[src/rtl/temp_monitor_cfg.svh]
// Register map, reset values and field positions of the monitor.
// Assumes 8-bit register addresses delivered by the bus engine.
`ifndef TEMP_MONITOR_CFG_SVH
`define TEMP_MONITOR_CFG_SVH
// -----------------------------------------------------------
// Read addresses
// -----------------------------------------------------------
`define RD_LOCAL    8'h00
`define RD_REM_HI   8'h01
`define RD_STATUS   8'h02
`define RD_CFG      8'h03
`define RD_RATE     8'h04
`define RD_LHL      8'h05
`define RD_LLL      8'h06
`define RD_RHLH     8'h07
`define RD_RLLH     8'h08
`define RD_REM_LO   8'h10
`define RD_MAKER    8'hFE
`define RD_REV      8'hFF
// -----------------------------------------------------------
// Write addresses
// -----------------------------------------------------------
`define WR_CFG      8'h09
`define WR_RATE     8'h0A
`define WR_LHL      8'h0B
`define WR_LLL      8'h0C
`define WR_RHLH     8'h0D
`define WR_RLLH     8'h0E
`define WR_ONESHOT  8'h0F
// -----------------------------------------------------------
// Shared read and write addresses
// -----------------------------------------------------------
`define RW_OFFH     8'h11
`define RW_OFFL     8'h12
`define RW_RHLL     8'h13
`define RW_RLLL     8'h14
`define RW_RCL      8'h19
`define RW_LCL      8'h20
`define RW_HYST     8'h21
`define RW_CONSEC   8'h22
// -----------------------------------------------------------
// Reset values
// -----------------------------------------------------------
`define RST_ZERO    8'h00
`define RST_LIMIT   8'h55
`define RST_RATE    4'h8
`define RST_HYST    8'h0A
`define RST_CONSEC  8'h01
`define RST_PTR     8'h00
// -----------------------------------------------------------
// Fields
// -----------------------------------------------------------
`define CFG_MASK_BIT   7
`define CFG_STBY_BIT   6
`define CFG_PIN_BIT    5
`define CFG_RANGE_BIT  2
`define CFG_WMASK      8'hE4
`define OFFL_WMASK     8'hC0
`define CONSEC_TMO_BIT 7
`define CONSEC_CODE2   3'h1
`define CONSEC_CODE3   3'h3
`define CONSEC_CODE4   3'h7
`define FILT_ONE       3'h1
`define FILT_TWO       3'h2
`define FILT_THREE     3'h3
`define FILT_MAX       3'h4
`define REMOTE_MAX     10'h3FF
`endif

[src/rtl/temp_monitor_pkg.sv]
// Types shared by the monitor's register logic.
// Assumes the constants header for all numeric values.
package temp_monitor_pkg;
    typedef enum logic {PIN_ALARM, PIN_SECOND} pinMode_t;
    typedef logic [7:0] regByte_t;
    typedef logic [9:0] remoteTemp_t;
endpackage

[src/rtl/temp_monitor_status_alarm_regs.sv]
// Status, alarm, comparator and register map of the temperature monitor.
// Assumes a bus engine giving pointer, write and read strobes, and an ADC
// giving a one-cycle done pulse with raw readings.
`timescale 1ns/100ps
`include "temp_monitor_cfg.svh"

module temp_monitor_status_alarm_regs
#(
    parameter temp_monitor_pkg::regByte_t MAKER_CODE = 8'h5A,
    parameter temp_monitor_pkg::regByte_t REV_CODE   = 8'h3C
)
(
    // Clock and reset
    input  wire logic       clk_sys,
    input  wire logic       reset,
    // Register access
    input  wire logic       ptrWrite,
    input  wire logic [7:0] ptrData,
    input  wire logic       regWrite,
    input  wire logic [7:0] regData,
    input  wire logic       regRead,
    output logic      [7:0] readData,
    // Alert response
    input  wire logic       araRead,
    // Converter results
    input  wire logic       adcBusy,
    input  wire logic       convDone,
    input  wire logic [7:0] localRaw,
    input  wire logic [9:0] remoteRaw,
    input  wire logic       remoteOpen,
    // Converter control and bus timeout enable
    output logic            standby,
    output logic            oneShot,
    output logic            rangeExtended,
    output logic      [3:0] conversionRate,
    output logic            busTimeoutEn,
    // Pins
    output logic            overtempComparatorN,
    output logic            multiPinN
);

    // Identity values are arbitrary.

    // -----------------------------------------------------------
    // Storage
    // -----------------------------------------------------------
    logic [7:0] pointer;
    logic [7:0] configuration;
    logic [7:0] localHighLimit;
    logic [7:0] localLowLimit;
    logic [7:0] remoteHighLimitHigh;
    logic [7:0] remoteLowLimitHigh;
    logic [7:0] remoteHighLimitLow;
    logic [7:0] remoteLowLimitLow;
    logic [7:0] remoteOffsetHigh;
    logic [7:0] remoteOffsetLow;
    logic [7:0] remoteComparatorLimit;
    logic [7:0] localComparatorLimit;
    logic [7:0] comparatorHysteresis;
    logic [7:0] consecutiveFaultCount;
    logic [7:0] localVal;
    logic [9:0] remoteVal;
    logic       openNow;
    logic       evalPulse;
    logic [2:0] filterRun;
    logic [3:0] limitFlag;
    logic       openFlag;
    logic       remoteComparatorFlag;
    logic       localComparatorFlag;
    logic       alarmLatch;

    // -----------------------------------------------------------
    // Decode
    // -----------------------------------------------------------
    temp_monitor_pkg::pinMode_t pinMode;
    logic        alarmOutputMask;
    logic        statusRead;
    logic        wrCfg;
    logic        wrRate;
    logic        wrOneShot;
    logic        wrConsec;
    logic [9:0]  remoteOffset;
    logic [11:0] sumAdj;
    logic [9:0]  remoteAdj;
    logic [9:0]  remoteHighLimit;
    logic [9:0]  remoteLowLimit;
    logic [3:0]  limitCond;
    logic [3:0]  limitSecond;
    logic        outNow;
    logic [2:0]  need;
    logic [2:0]  next_filterRun;
    logic        setLim;
    logic        faultNow;
    logic        anyAlarm;
    logic [7:0]  statusByte;
    logic [7:0]  readMux;

    assign pinMode = configuration[`CFG_PIN_BIT] ? temp_monitor_pkg::PIN_SECOND
                                                 : temp_monitor_pkg::PIN_ALARM;
    assign alarmOutputMask = configuration[`CFG_MASK_BIT];
    assign standby = configuration[`CFG_STBY_BIT];
    assign rangeExtended = configuration[`CFG_RANGE_BIT];
    assign busTimeoutEn = consecutiveFaultCount[`CONSEC_TMO_BIT];

    assign statusRead = regRead && (pointer == `RD_STATUS);
    assign wrCfg = regWrite && (pointer == `WR_CFG);
    assign wrRate = regWrite && (pointer == `WR_RATE);
    assign wrOneShot = regWrite && (pointer == `WR_ONESHOT);
    assign wrConsec = regWrite && (pointer == `RW_CONSEC);

    // -----------------------------------------------------------
    // Remote offset
    // -----------------------------------------------------------
    // ten-bit offset assembly
    assign remoteOffset = {remoteOffsetHigh, remoteOffsetLow[7:6]};
    assign sumAdj = {2'h0, remoteRaw} + {{2{remoteOffset[9]}}, remoteOffset};
    assign remoteAdj = sumAdj[11] ? 10'h000
                     : sumAdj[10] ? `REMOTE_MAX : sumAdj[9:0];

    // -----------------------------------------------------------
    // Limit conditions
    // -----------------------------------------------------------
    assign remoteHighLimit = {remoteHighLimitHigh, remoteHighLimitLow[7:6]};
    assign remoteLowLimit = {remoteLowLimitHigh, remoteLowLimitLow[7:6]};
    assign limitCond[3] = localVal > localHighLimit;
    assign limitCond[2] = localVal <= localLowLimit;
    assign limitCond[1] = remoteVal > remoteHighLimit;
    assign limitCond[0] = remoteVal <= remoteLowLimit;
    assign outNow = |limitCond;
    assign faultNow = outNow | openNow;

    function automatic logic hystNext(input logic cur, input logic [7:0] v,
                                      input logic [7:0] lim, input logic [7:0] h);
        hystNext = (v > lim) | (cur & (({1'b0, v} + {1'b0, h}) > {1'b0, lim}));
    endfunction

    assign limitSecond[3] = hystNext(limitFlag[3], localVal, localHighLimit,
                                     comparatorHysteresis);
    assign limitSecond[2] = limitCond[2];
    assign limitSecond[1] = hystNext(limitFlag[1], remoteVal[9:2],
                                     remoteHighLimitHigh, comparatorHysteresis);
    assign limitSecond[0] = limitCond[0];

    // -----------------------------------------------------------
    // Consecutive filter
    // -----------------------------------------------------------
    // count decode
    assign need = (consecutiveFaultCount[3:1] == `CONSEC_CODE4) ? `FILT_MAX
                : (consecutiveFaultCount[3:1] == `CONSEC_CODE3) ? `FILT_THREE
                : (consecutiveFaultCount[3:1] == `CONSEC_CODE2) ? `FILT_TWO
                : `FILT_ONE;
    assign next_filterRun = !outNow ? 3'h0
                          : (filterRun == `FILT_MAX) ? filterRun
                          : 3'(filterRun + 3'h1);
    assign setLim = evalPulse && (pinMode == temp_monitor_pkg::PIN_ALARM)
                    && (next_filterRun >= need);

    always_ff @(posedge clk_sys)
    begin
        if (reset)
            filterRun <= 3'h0;
        else if (evalPulse)
            filterRun <= next_filterRun;
    end

    // -----------------------------------------------------------
    // Measurement capture
    // -----------------------------------------------------------
    always_ff @(posedge clk_sys)
    begin
        if (reset)
        begin
            localVal <= `RST_ZERO;
            remoteVal <= 10'h000;
            openNow <= 1'b0;
            evalPulse <= 1'b0;
        end
        else
        begin
            evalPulse <= convDone;
            if (convDone)
            begin
                localVal <= localRaw;
                remoteVal <= remoteAdj;
                openNow <= remoteOpen;
            end
        end
    end

    // -----------------------------------------------------------
    // Limit flags, bits 6 to 3
    // -----------------------------------------------------------
    genvar i;
    generate
        for (i = 0; i < 4; i++)
        begin : g_lim
            logic next_limitFlag;
            assign next_limitFlag = (pinMode == temp_monitor_pkg::PIN_SECOND)
                ? limitSecond[i]
                : (setLim & limitCond[i])
                  | (limitFlag[i] & ~(statusRead & ~limitCond[i]));
            always_ff @(posedge clk_sys)
            begin
                if (reset)
                    limitFlag[i] <= 1'b0;
                else
                    limitFlag[i] <= next_limitFlag;
            end
        end
    endgenerate

    // -----------------------------------------------------------
    // Open flag, comparator flags, alarm latch
    // -----------------------------------------------------------
    // open sensor set
    logic next_openFlag;
    assign next_openFlag = (evalPulse & openNow)
                         | (openFlag & ~(statusRead & ~openNow));

    logic next_remoteComparatorFlag;
    logic next_localComparatorFlag;
    assign next_remoteComparatorFlag = hystNext(remoteComparatorFlag,
        remoteVal[9:2], remoteComparatorLimit, comparatorHysteresis);
    assign next_localComparatorFlag = hystNext(localComparatorFlag,
        localVal, localComparatorLimit, comparatorHysteresis);

    logic next_alarmLatch;
    assign anyAlarm = (pinMode == temp_monitor_pkg::PIN_ALARM)
                      && ((|limitFlag) | openFlag);
    assign next_alarmLatch = anyAlarm
                           | (alarmLatch & ~(araRead & ~faultNow));

    always_ff @(posedge clk_sys)
    begin
        if (reset)
        begin
            openFlag <= 1'b0;
            remoteComparatorFlag <= 1'b0;
            localComparatorFlag <= 1'b0;
            alarmLatch <= 1'b0;
        end
        else
        begin
            openFlag <= next_openFlag;
            remoteComparatorFlag <= next_remoteComparatorFlag;
            localComparatorFlag <= next_localComparatorFlag;
            alarmLatch <= next_alarmLatch;
        end
    end

    // -----------------------------------------------------------
    // Pins
    // -----------------------------------------------------------
    // comparator output
    assign overtempComparatorN = !(remoteComparatorFlag | localComparatorFlag);
    assign multiPinN = (pinMode == temp_monitor_pkg::PIN_SECOND)
                     ? !(limitFlag[3] | limitFlag[1])
                     : !(alarmLatch & !alarmOutputMask);

    // -----------------------------------------------------------
    // Register writes
    // -----------------------------------------------------------
    // no status write decode
    always_ff @(posedge clk_sys)
    begin
        if (reset)
        begin
            pointer <= `RST_PTR;
            configuration <= `RST_ZERO;
            conversionRate <= `RST_RATE;
            localHighLimit <= `RST_LIMIT;
            localLowLimit <= `RST_ZERO;
            remoteHighLimitHigh <= `RST_LIMIT;
            remoteLowLimitHigh <= `RST_ZERO;
            remoteHighLimitLow <= `RST_ZERO;
            remoteLowLimitLow <= `RST_ZERO;
            remoteOffsetHigh <= `RST_ZERO;
            remoteOffsetLow <= `RST_ZERO;
            remoteComparatorLimit <= `RST_LIMIT;
            localComparatorLimit <= `RST_LIMIT;
            comparatorHysteresis <= `RST_HYST;
            consecutiveFaultCount <= `RST_CONSEC;
        end
        else
        begin
            if (ptrWrite)
                pointer <= ptrData;
            if (wrCfg)
                configuration <= regData & `CFG_WMASK;
            if (wrRate)
                conversionRate <= regData[3:0];
            if (regWrite && pointer == `WR_LHL)
                localHighLimit <= regData;
            if (regWrite && pointer == `WR_LLL)
                localLowLimit <= regData;
            if (regWrite && pointer == `WR_RHLH)
                remoteHighLimitHigh <= regData;
            if (regWrite && pointer == `WR_RLLH)
                remoteLowLimitHigh <= regData;
            if (regWrite && pointer == `RW_RHLL)
                remoteHighLimitLow <= regData & `OFFL_WMASK;
            if (regWrite && pointer == `RW_RLLL)
                remoteLowLimitLow <= regData & `OFFL_WMASK;
            if (regWrite && pointer == `RW_OFFH)
                remoteOffsetHigh <= regData;
            if (regWrite && pointer == `RW_OFFL)
                remoteOffsetLow <= regData & `OFFL_WMASK;
            if (regWrite && pointer == `RW_RCL)
                remoteComparatorLimit <= regData;
            if (regWrite && pointer == `RW_LCL)
                localComparatorLimit <= regData;
            if (regWrite && pointer == `RW_HYST)
                comparatorHysteresis <= regData;
            if (wrConsec)
                consecutiveFaultCount <= regData;
        end
    end

    always_ff @(posedge clk_sys)
    begin
        if (reset)
            oneShot <= 1'b0;
        else
            oneShot <= wrOneShot && standby;
    end

    // -----------------------------------------------------------
    // Register reads
    // -----------------------------------------------------------
    // busy in bit 7
    assign statusByte = {adcBusy, limitFlag, openFlag,
                         remoteComparatorFlag, localComparatorFlag};

    always_comb
    begin
        case (pointer)
            `RD_LOCAL:  readMux = localVal;
            `RD_REM_HI: readMux = remoteVal[9:2];
            `RD_STATUS: readMux = statusByte;
            `RD_CFG:    readMux = configuration;
            `RD_RATE:   readMux = {4'h0, conversionRate};
            `RD_LHL:    readMux = localHighLimit;
            `RD_LLL:    readMux = localLowLimit;
            `RD_RHLH:   readMux = remoteHighLimitHigh;
            `RD_RLLH:   readMux = remoteLowLimitHigh;
            `RD_REM_LO: readMux = {remoteVal[1:0], 6'h00};
            `RW_OFFH:   readMux = remoteOffsetHigh;
            `RW_OFFL:   readMux = remoteOffsetLow;
            `RW_RHLL:   readMux = remoteHighLimitLow;
            `RW_RLLL:   readMux = remoteLowLimitLow;
            `RW_RCL:    readMux = remoteComparatorLimit;
            `RW_LCL:    readMux = localComparatorLimit;
            `RW_HYST:   readMux = comparatorHysteresis;
            `RW_CONSEC: readMux = consecutiveFaultCount;
            `RD_MAKER:  readMux = MAKER_CODE;
            `RD_REV:    readMux = REV_CODE;
            default:    readMux = 8'h00;
        endcase
    end

    always_ff @(posedge clk_sys)
    begin
        if (reset)
            readData <= 8'h00;
        else if (regRead)
            readData <= readMux;
    end
endmodule

[config.mk]
export PLATFORM = sky130hd
export DESIGN_NAME = temp_monitor_status_alarm_regs
export DESIGN_NICKNAME = d
export VERILOG_FILES = /design/src/rtl/temp_monitor_pkg.sv /design/src/rtl/temp_monitor_status_alarm_regs.sv
export VERILOG_INCLUDE_DIRS = /design/src /design/src/rtl
export SDC_FILE = /design/constraint.sdc
export NUM_CORES = 1
export LEC_CHECK = 0
export ABC_AREA = 1
export BUFFER_PORTS_ARGS = -buffer_cell sky130_fd_sc_hd__buf_2
export CAP_MARGIN = 40
export CORE_MARGIN = 2
export CORE_UTILIZATION = 56
export DETAILED_ROUTE_END_ITERATION = 6
export PLACE_DENSITY = 0.88
export SLEW_MARGIN = 20
export SYNTH_ARGS = -nofsm -noshare
export SYNTH_HDL_FRONTEND = slang
export SYNTH_SLANG_ARGS = --single-unit
[constraint.sdc]
create_clock -name clk_sys -period 2.96 [get_ports clk_sys]
set_clock_uncertainty 0.2 [all_clocks]
set_input_delay 0.296 -clock clk_sys [delete_from_list [all_inputs] [get_ports clk_sys]]
set_output_delay 0.296 -clock clk_sys [all_outputs]
set_load 0.02 [all_outputs]
Word level (Yosys, flattened, before mapping)
Cells that the tools add are included.

Logic and storage cells: 166. Input port bits: 43. Bits in latches: 0. Register bits after elaboration: 134. Memories kept: 0. Memory bits (read-only): 0. Bits in writable memories: 0.

Bitwise gates (word level): 49. Muxes and demuxes: 14. Add/sub/neg operators: 4. $mul: 0. Shift-type cells: 0. Reduce and logical (&&, ||, !) cells: 27. $lt $le $gt $ge: 12. Equal/unequal tests: 30. Div/mod/pow operators: 0.

Operators by type and width (number): case mux 8 bit (20 select lines) (1); equality test 8 x 4 -> 1 bit (second input constant) (8); equality test 8 x 5 -> 1 bit (second input constant) (6); greater-than comparator 9 x 8 -> 1 bit (4); equality test 8 x 3 -> 1 bit (second input constant) (4); greater-than comparator 8 bit (4); equality test 8 x 6 -> 1 bit (second input constant) (3); bitwise AND 1 bit (22); logical AND 1 bit (20); two-way mux 10 bit (2); adder 8 x 8 -> 9 bit (2); equality test 8 x 2 -> 1 bit (second input constant) (2); equality test 8 bit (second input constant) (2); bitwise OR 1 bit (14); NOT 1 bit (13); adder 11 x 10 -> 12 bit (1); greater-than comparator 10 bit (1); less-or-equal comparator 10 bit (1); two-way mux 3 bit (3); equality test 8 x 1 -> 1 bit (second input constant) (1); less-or-equal comparator 8 bit (1); zero test 8 bit (1); OR reduction 4 bit (2); equality test 3 bit (second input constant) (2); other kinds (7) (16).

Logic depth before layout (Yosys ltp)
Gate-level depths: netlist of the first run.

Depth in word-level cells: 9. Mapped depth: 20. Gate-level depth less buffers: 20.

Worst setup path before layout of the first run
No wires, ideal clock.

Path kind: reg-to-reg. Start point: register remoteHighLimitHigh[7]. End point: register limitFlag[3]. Data arrival time: 2.439 ns. Cell stages (with the launch flop): 21. Period minus slack after synthesis: 2.771 ns. Buffers on the path: 0. Slack: 0.189 ns. Required time: 2.628 ns. Cells stage by stage: dfxtp_1 inv_1 ha_1 nand2_1 nor2_1 inv_1 nor3_1 nand3_1 nand2_1 nand2_1 inv_1 nand2_1 nand2_1 inv_1 ha_1 a21oi_1 o211ai_1 nand2_1 nand2_1 o211ai_1 a21oi_1.

Longest elaborated chain between the ends: 8.

RTL lines: start, declared (line temp_monitor_status_alarm_regs.sv:51) `logic [7:0] remoteHighLimitHigh;`; start signal, assigned (line temp_monitor_status_alarm_regs.sv:273) `` remoteHighLimitHigh <= `RST_LIMIT; ``; start signal, assigned (line temp_monitor_status_alarm_regs.sv:297) `remoteHighLimitHigh <= regData;`; greater-than comparator 10 bit (line temp_monitor_status_alarm_regs.sv:127) `assign limitCond[1] = remoteVal > remoteHighLimit;`; OR reduction 4 bit (line temp_monitor_status_alarm_regs.sv:129) `assign outNow = |limitCond;`; two-way mux 3 bit (line temp_monitor_status_alarm_regs.sv:152) `assign next_filterRun = !outNow ? 3'h0`; named net next_filterRun[2] (line temp_monitor_status_alarm_regs.sv:91) `logic [2:0] next_filterRun;`; >= comparator 3 bit (line temp_monitor_status_alarm_regs.sv:156) `&& (next_filterRun >= need);`; logical AND 1 bit (line temp_monitor_status_alarm_regs.sv:156); bitwise AND 1 bit (line temp_monitor_status_alarm_regs.sv:200) `: (setLim & limitCond[i])`; bitwise OR 1 bit (line temp_monitor_status_alarm_regs.sv:201) `| (limitFlag[i] & ~(statusRead & ~limitCond[i]));`; two-way mux 1 bit (line temp_monitor_status_alarm_regs.sv:199) `? limitSecond[i]`; end signal, assigned by index (line temp_monitor_status_alarm_regs.sv:207) `limitFlag[i] <= next_limitFlag;`; end, declared (line temp_monitor_status_alarm_regs.sv:66) `logic [3:0] limitFlag;`.

The timed path passes the listed nets, and every way through them passes these cells. A chain may end at the register's enable or synchronous reset.

Worst setup path after layout of the first run
Start point: register remoteVal[2]. End point: register remoteComparatorFlag.

Longest elaborated chain between the ends: 4.

RTL lines: start, declared (line temp_monitor_status_alarm_regs.sv:62) `logic [9:0] remoteVal;`; start signal, assigned (line temp_monitor_status_alarm_regs.sv:184) `remoteVal <= remoteAdj;`; adder 8 x 8 -> 9 bit (line temp_monitor_status_alarm_regs.sv:134) `hystNext = (v > lim) | (cur & (({1'b0, v} + {1'b0, h}) > {1'b0, lim}));`; greater-than comparator 9 x 8 -> 1 bit (line temp_monitor_status_alarm_regs.sv:134); bitwise AND 1 bit (line temp_monitor_status_alarm_regs.sv:134); bitwise OR 1 bit * (line temp_monitor_status_alarm_regs.sv:134); end signal, assigned (line temp_monitor_status_alarm_regs.sv:245) `remoteComparatorFlag <= next_remoteComparatorFlag;`; end, declared (line temp_monitor_status_alarm_regs.sv:68) `logic remoteComparatorFlag;`.

Every way passes the cells marked *; elsewhere a longest branch is shown, timed or not.

==> results.cfg, run 1 <==
[layout]
final_area_sq_um = 11100
drive_above_1_share_pct = 17.6
largest_reg_flops = 10
regMostFlops = remoteVal
synthToLayoutAreaGrowth_pct = 19.6
fillCellCount = 1327
layout.nets = 1583
seq_area_sq_um = 2710
final_util_pct = 69.2
final_common_cell = nand2_1
final_cell_mix = nand2_1 (259), a21oi_1 (155), inv_1 (150)
diodes = 0
multi_input_area_sq_um = 6050

[cts]
cts_root_buf = clkbuf_16
htreeDepth = 4
cts.path.max_buffers = 2
clk_latency_ps = 440
clock-sinks = 134
cts_tree = yes
cts_buffers = 17
path_clk_slew_ps = 60

[sta]
slew_headroom_pct = 48.0
finalMaxSlewViolations = 0
setup_viol = 0
whs_ps = 13.4
layout_min_cycle_time_ps = 2900
tightest_slew_ps = 779
rsz0062_at_grt = yes
max_freq_ghz = 0.345
finalHoldViolations = 0
period_share_pct = 98.0
setup_slack_ps = 58.8

[synth]
synth_top_cell_area_share_pct = 29.0
synth_top_area_cell = dfxtp_1
syn_inst = 1320
synth_area_sq_um = 9250
synth_warnings = 0
async_flop_share_pct = 0
synth_cell_types = 42
synth_fp_nets = 1483
synthFlopType = dfxtp_1
ys_top_cells_by_area = dfxtp_1 (29%), ha_1 (16%), nand2_1 (11%), a21oi_1 (8.7%), inv_1 (6.5%)
avgSynthCellArea_sq_um = 7.01
ys_ff_latch = 134
seq_area_frac_synth_pct = 29.0
synth_edf_count = 0

[pwr]
p_leak_uw = 0.00525
ir_drop_mv = 0.425
cell_internal_pwr_uw = 3620
p_sw_share_pct = 29.2
p_comb_share_pct = 17.6
p_switching_uw = 1490
p_seq_share_pct = 37.7
power.density_nw_per_um2 = 462
power_frac_clock_pct = 44.7

[critical_path]
setup.worst_path.end_class = flip-flop
crit_required_ps = 3060
rrSetupSlack_ps = 60
r2r.worst_path.cells = 13
r2r_start = remoteVal[2]
path_class = reg2reg
cp.arrival_ps = 3000
r2r-end = remoteComparatorFlag
crit_fanout = 5
setup.worst_path.start_class = flip-flop

[placement]
pre_cts_ws_ps = -169
placed_cell_area_sq_um = 9890
port_buffers = 60
place.gp.congestion = 1.03
hpwlAfterDp_mm = 23.6

[drt]
met1_length_mm = 12.6
route.top_layer_used = met4
wl_met3_mm = 4.13
drtAntennaViolNets = 0
post_drt_wl_per_cell_um = 19.7
vias = 9981
totalWireLength_mm = 32.5
drc = 1
via_per_inst = 6.05
drt_iter0_markers = 1443
dr.pass1.iters = 7
dr_wl_met2_mm = 13.9

[die]
core_sq_um = 16000
dieArea_sq_um = 17600
initial_utilization_pct = 57.8
rows = 46
ios = 61
fp.dieW_um = 133
dieHeight_um = 133

[hold_path]
hold_path_class = in2reg
hp-start = regRead
whs_path_depth = 3
hold_path_end = readData[3]

[global_route]
grt.overflow.total = 0
grt_pass1_wl_mm = 48.3
grtUsageTotal_pct = 35.6
antenna_found_initial = 0
grt_max_degree = 43
grt_pass1_vias = 8975

[job]
maxCapViolations = 0

[outcome]
violations = design-rule violations
status = complete, but fails checks
power by group through the flow:
stage / Clock (uW) / Combinational [uW] / Sequential, uW
after floorplan: 0 / 528 / 1940
after global placement: 0 / 746 / 1950
after detailed placement: 0 / 765 / 1960
after CTS: 2250 / 802 / 1920
after global routing: 2360 / 981 / 1930
final: 2290 / 899 / 1930
critical path: stages, from the launching register on:
cell and delay (ps):
dfxtp_2 360, ha_2 220, fa_1 410, nand3_1 110, nand2_2 100, a31oi_2 230
xnor2_1 220, ha_1 320, a21oi_1 160, o2111ai_1 120, nor2_1 120, nand2_1 70
nand3_2 70, a21oi_1 60
repair_timing:
item | 4_1_cts | 5_1_grt
endpoints found under the hold margin | 20 | 0
resized for setup | 8 | 85
pin swaps | 6 | 28
setup endpoints to repair | 4 | 6
buffers inserted | 4 | 4
hold buffers | 17 | 0
metrics by stage:
| stage | total power, uW | setup TNS (ps) | instances |
|---|---|---|---|
| after floorplan | 2470 | 0 | 1320 |
| after global placement | 2700 | 0 | 1592 |
| after detailed placement | 2720 | -451 | 1592 |
| after CTS | 4970 | 0 | 1645 |
| after global routing | 5270 | -375 | 1649 |
| final | 5110 | 0 | 1649 |
layer usage:
| metal | vias to the layer above | GRT usage (%) |
|---|---|---|
| met5 | - | 0 |
| met4 | 0 | 15.2 |
| met3 | 149 | 7.43 |
| met2 | 687 | 54.9 |
| met1 | 4503 | 48.2 |
| li1 | 4642 | - |
cells in the mapped netlist, types with 23 or more instances:
cell type / instances
nor2_1: 92
clkbuf_1: 26
nand2_1: 273
nand3_1: 87
dfxtp_1: 134
ha_1: 117
nand4_1: 25
a21oi_1: 160
o21ai_0: 106
o211ai_1: 23
inv_1: 159
cell families (layout without fill, tap and decap cells):
logic type                 count (synthesis)  in the layout  share of synthesized area [%]
AOI/OAI and AO/OA                        322            322                           18.9
DFF                                      134            134                           29.0
adders and majority gates                120            120                           16.5
and+or+nand+nor                          521            521                           25.2
buffers and inverters                    204            317                           8.66
xor gates and xnor gates                  19             19                           1.80
worst max-delay path by stage:
stage / startpoint / end / slack (ps)
6_report: remoteVal[2] / remoteComparatorFlag / 60
2_1_floorplan: remoteHighLimitHigh[7] / limitFlag[3] / 190
5_1_grt: localLowLimit[3] / limitFlag[3] / -110
3_5_place_dp: remoteHighLimitHigh[7] / limitFlag[3] / -170
4_1_cts: remoteHighLimitHigh[7] / limitFlag[3] / 7
3_3_place_gp: remoteHighLimitHigh[7] / limitFlag[3] / 30
final cells by class:
cell class              instances  area share [%]
flip-flops and latches        134            24.5
inverters                     167            5.66
clock inverters                11            1.56
repair buffers                118            7.03
multi-input cells             982            54.7
clock buffers                  21            4.07
well taps                     216            2.44
Power figures use the tool's default switching activity.
==> inputs of run 2 (changes only) <==
RECOVER_POWER = 25   (was default)
==> run 2 against run 1 <==
The run still ends with design-rule violations left; cell count did not move; setup slack got worse by 1.0 ps; via count rose by 0.50%; sequential power barely moved; core utilization fell by 0.21 points; combinational power barely moved; sequential share of layout area rose by 0.075 points; highest routed layer unchanged; hold slack improved by 2.3 ps; critical endpoint unchanged; non-clock buffer count did not move; cell area fell by 0.31%; total power barely moved.
==> results.cfg, run 2 (same netlist as run 1, synthesis figures left out) <==
[layout]
largest_reg_flops = 10
regMostFlops = remoteVal
final_cells = 1649
final_common_cell = nand2_1
layout.nets = 1583
synthToLayoutAreaGrowth_pct = 19.3
final_util_pct = 69.0
drive_above_1_share_pct = 16.2
final_cell_mix = nand2_1 (259), a21oi_1 (155), inv_1 (150)
diodes = 0
final_area_sq_um = 11000
fillCellCount = 1343

[placement]
hpwlAfterDp_mm = 23.6
placed_cell_area_sq_um = 9890
port_buffers = 60
dp.cells = 1592
place.gp.congestion = 1.03

[drt]
via_per_inst = 6.08
drtAntennaViolNets = 0
drc = 5
vias = 10000
totalWireLength_mm = 32.6
post_drt_wl_per_cell_um = 19.8
drt_iter0_markers = 1446
dr.pass1.iters = 7

[cts]
path_clk_slew_ps = 60
clock-sinks = 134
clk_latency_ps = 430
htreeDepth = 4
cts_buffers = 17
cts.path.max_buffers = 2
cts_tree = yes
cts_root_buf = clkbuf_16

[critical_path]
path_class = reg2reg
crit_required_ps = 3050
setup.worst_path.start_class = flip-flop
r2r-end = remoteComparatorFlag
rrSetupSlack_ps = 60
r2r_start = remoteVal[2]
cp.arrival_ps = 3000
crit_fanout = 5
setup.worst_path.end_class = flip-flop
r2r.worst_path.cells = 13
crit_start = remoteVal[2]

[hold_path]
hold_path_end = readData[3]
whs_path_depth = 3
hp-start = regRead
hold_path_class = in2reg

[die]
core_sq_um = 16000
rows = 46
ios = 61
dieHeight_um = 133
dieArea_sq_um = 17600
initial_utilization_pct = 57.8
fp.dieW_um = 133

[global_route]
grt_pass1_vias = 8975
antenna_found_initial = 0
grt.overflow.total = 0
grt_max_degree = 43
grtUsageTotal_pct = 35.6
grt_pass1_wl_mm = 48.3

[sta]
layout_min_cycle_time_ps = 2900
setup_viol = 0
tightest_slew_ps = 1310
whs_ps = 15.7
finalHoldViolations = 0
tns_ps = 0
finalMaxSlewViolations = 0
max_freq_ghz = 0.345
slew_headroom_pct = 12.9
rsz0062_at_grt = yes
period_share_pct = 98.0

[outcome]
status = complete, but fails checks
violations = design-rule violations

[pwr]
power_frac_clock_pct = 44.7
p_comb_share_pct = 17.5
p_leak_uw = 0.00518
cell_internal_pwr_uw = 3620
ir_drop_mv = 0.422
power.density_nw_per_um2 = 463
p_seq_share_pct = 37.7
p_switching_uw = 1490
p_sw_share_pct = 29.2

[job]
maxCapViolations = 0
-- run 2: changes by cell type in the layout (fill, tap and decap cells not counted) --
| cell | previous run | this run |
|---|---|---|
| nor2_4 | 17 | 16 |
| clkbuf_1 | 3 | 22 |
| buf_2 | 60 | 42 |
| buf_4 | 41 | 40 |
| nor2_1 | 84 | 85 |
-- run 2: stage by stage --
stage / power, uW / setup slack, ps
floorplan: 2470 / 189
global placement: 2700 / 34.4
detailed placement: 2720 / -169
CTS: 4970 / 7.27
global route: 5270 / -112
finish: 5110 / 57.8
-- run 2: power by group through the flow --
stage | registers [uW] | logic [uW] | clock network (uW)
6_report | 1930 | 896 | 2290
5_1_grt | 1930 | 978 | 2360
4_1_cts | 1920 | 802 | 2250
3_5_place_dp | 1960 | 765 | 0
3_3_place_gp | 1950 | 746 | 0
2_1_floorplan | 1940 | 528 | 0
-- run 2: critical path, stage by stage (launching register included) --
cell       delay, ps
dfxtp_2          360
ha_2             220
fa_1             410
nand3_1          110
nand2_2          100
a31oi_2          230
xnor2_1          220
ha_1             320
a21oi_1          160
o2111ai_1        120
nor2_1           120
nand2_1           70
nand3_2           70
a21oi_1           60
-- run 2: routing by layer --
| metal | wire, um | track usage [%] | vias to the layer above | share of wire (%) |
|---|---|---|---|---|
| li1 | - | - | 4647 | - |
| met1 | 12800 | 48.2 | 4524 | 39 |
| met2 | 13900 | 54.9 | 696 | 43 |
| met3 | 4020 | 7.43 | 164 | 12 |
| met4 | 1920 | 15.2 | 0 | 5.9 |
| met5 | 0 | 0 | - | 0 |
-- run 2: cell type report --
cell class                 instances  area (sq um)  area share (%)
clock buffer                      21           450            4.08
sequential                       134          2710            24.6
clock inverter                    11           173            1.56
tap                              216           270            2.45
inverter                         167           627            5.68
multi-input combinational        982          6050            54.8
timing repair buffer             118           752            6.82
-- run 2: how the worst max path moves through the flow --
stage | cells past startpoint | endpoint | slack (ps)
after CTS | 20 | limitFlag[3] | 7
after global routing | 18 | limitFlag[3] | -110
after floorplan | 20 | limitFlag[3] | 190
after detailed placement | 20 | limitFlag[3] | -170
after global placement | 20 | limitFlag[3] | 30
final | 13 | remoteComparatorFlag | 60
-- run 2: what timing repair did --
| item | 4_1_cts | 5_1_grt |
|---|---|---|
| hold endpoints to repair | 20 | 0 |
| hold buffers | 17 | 0 |
| resized for setup | 8 | 85 |
| setup buffers | 4 | 4 |
| pin swaps | 6 | 28 |
| endpoints found under the setup margin | 4 | 6 |
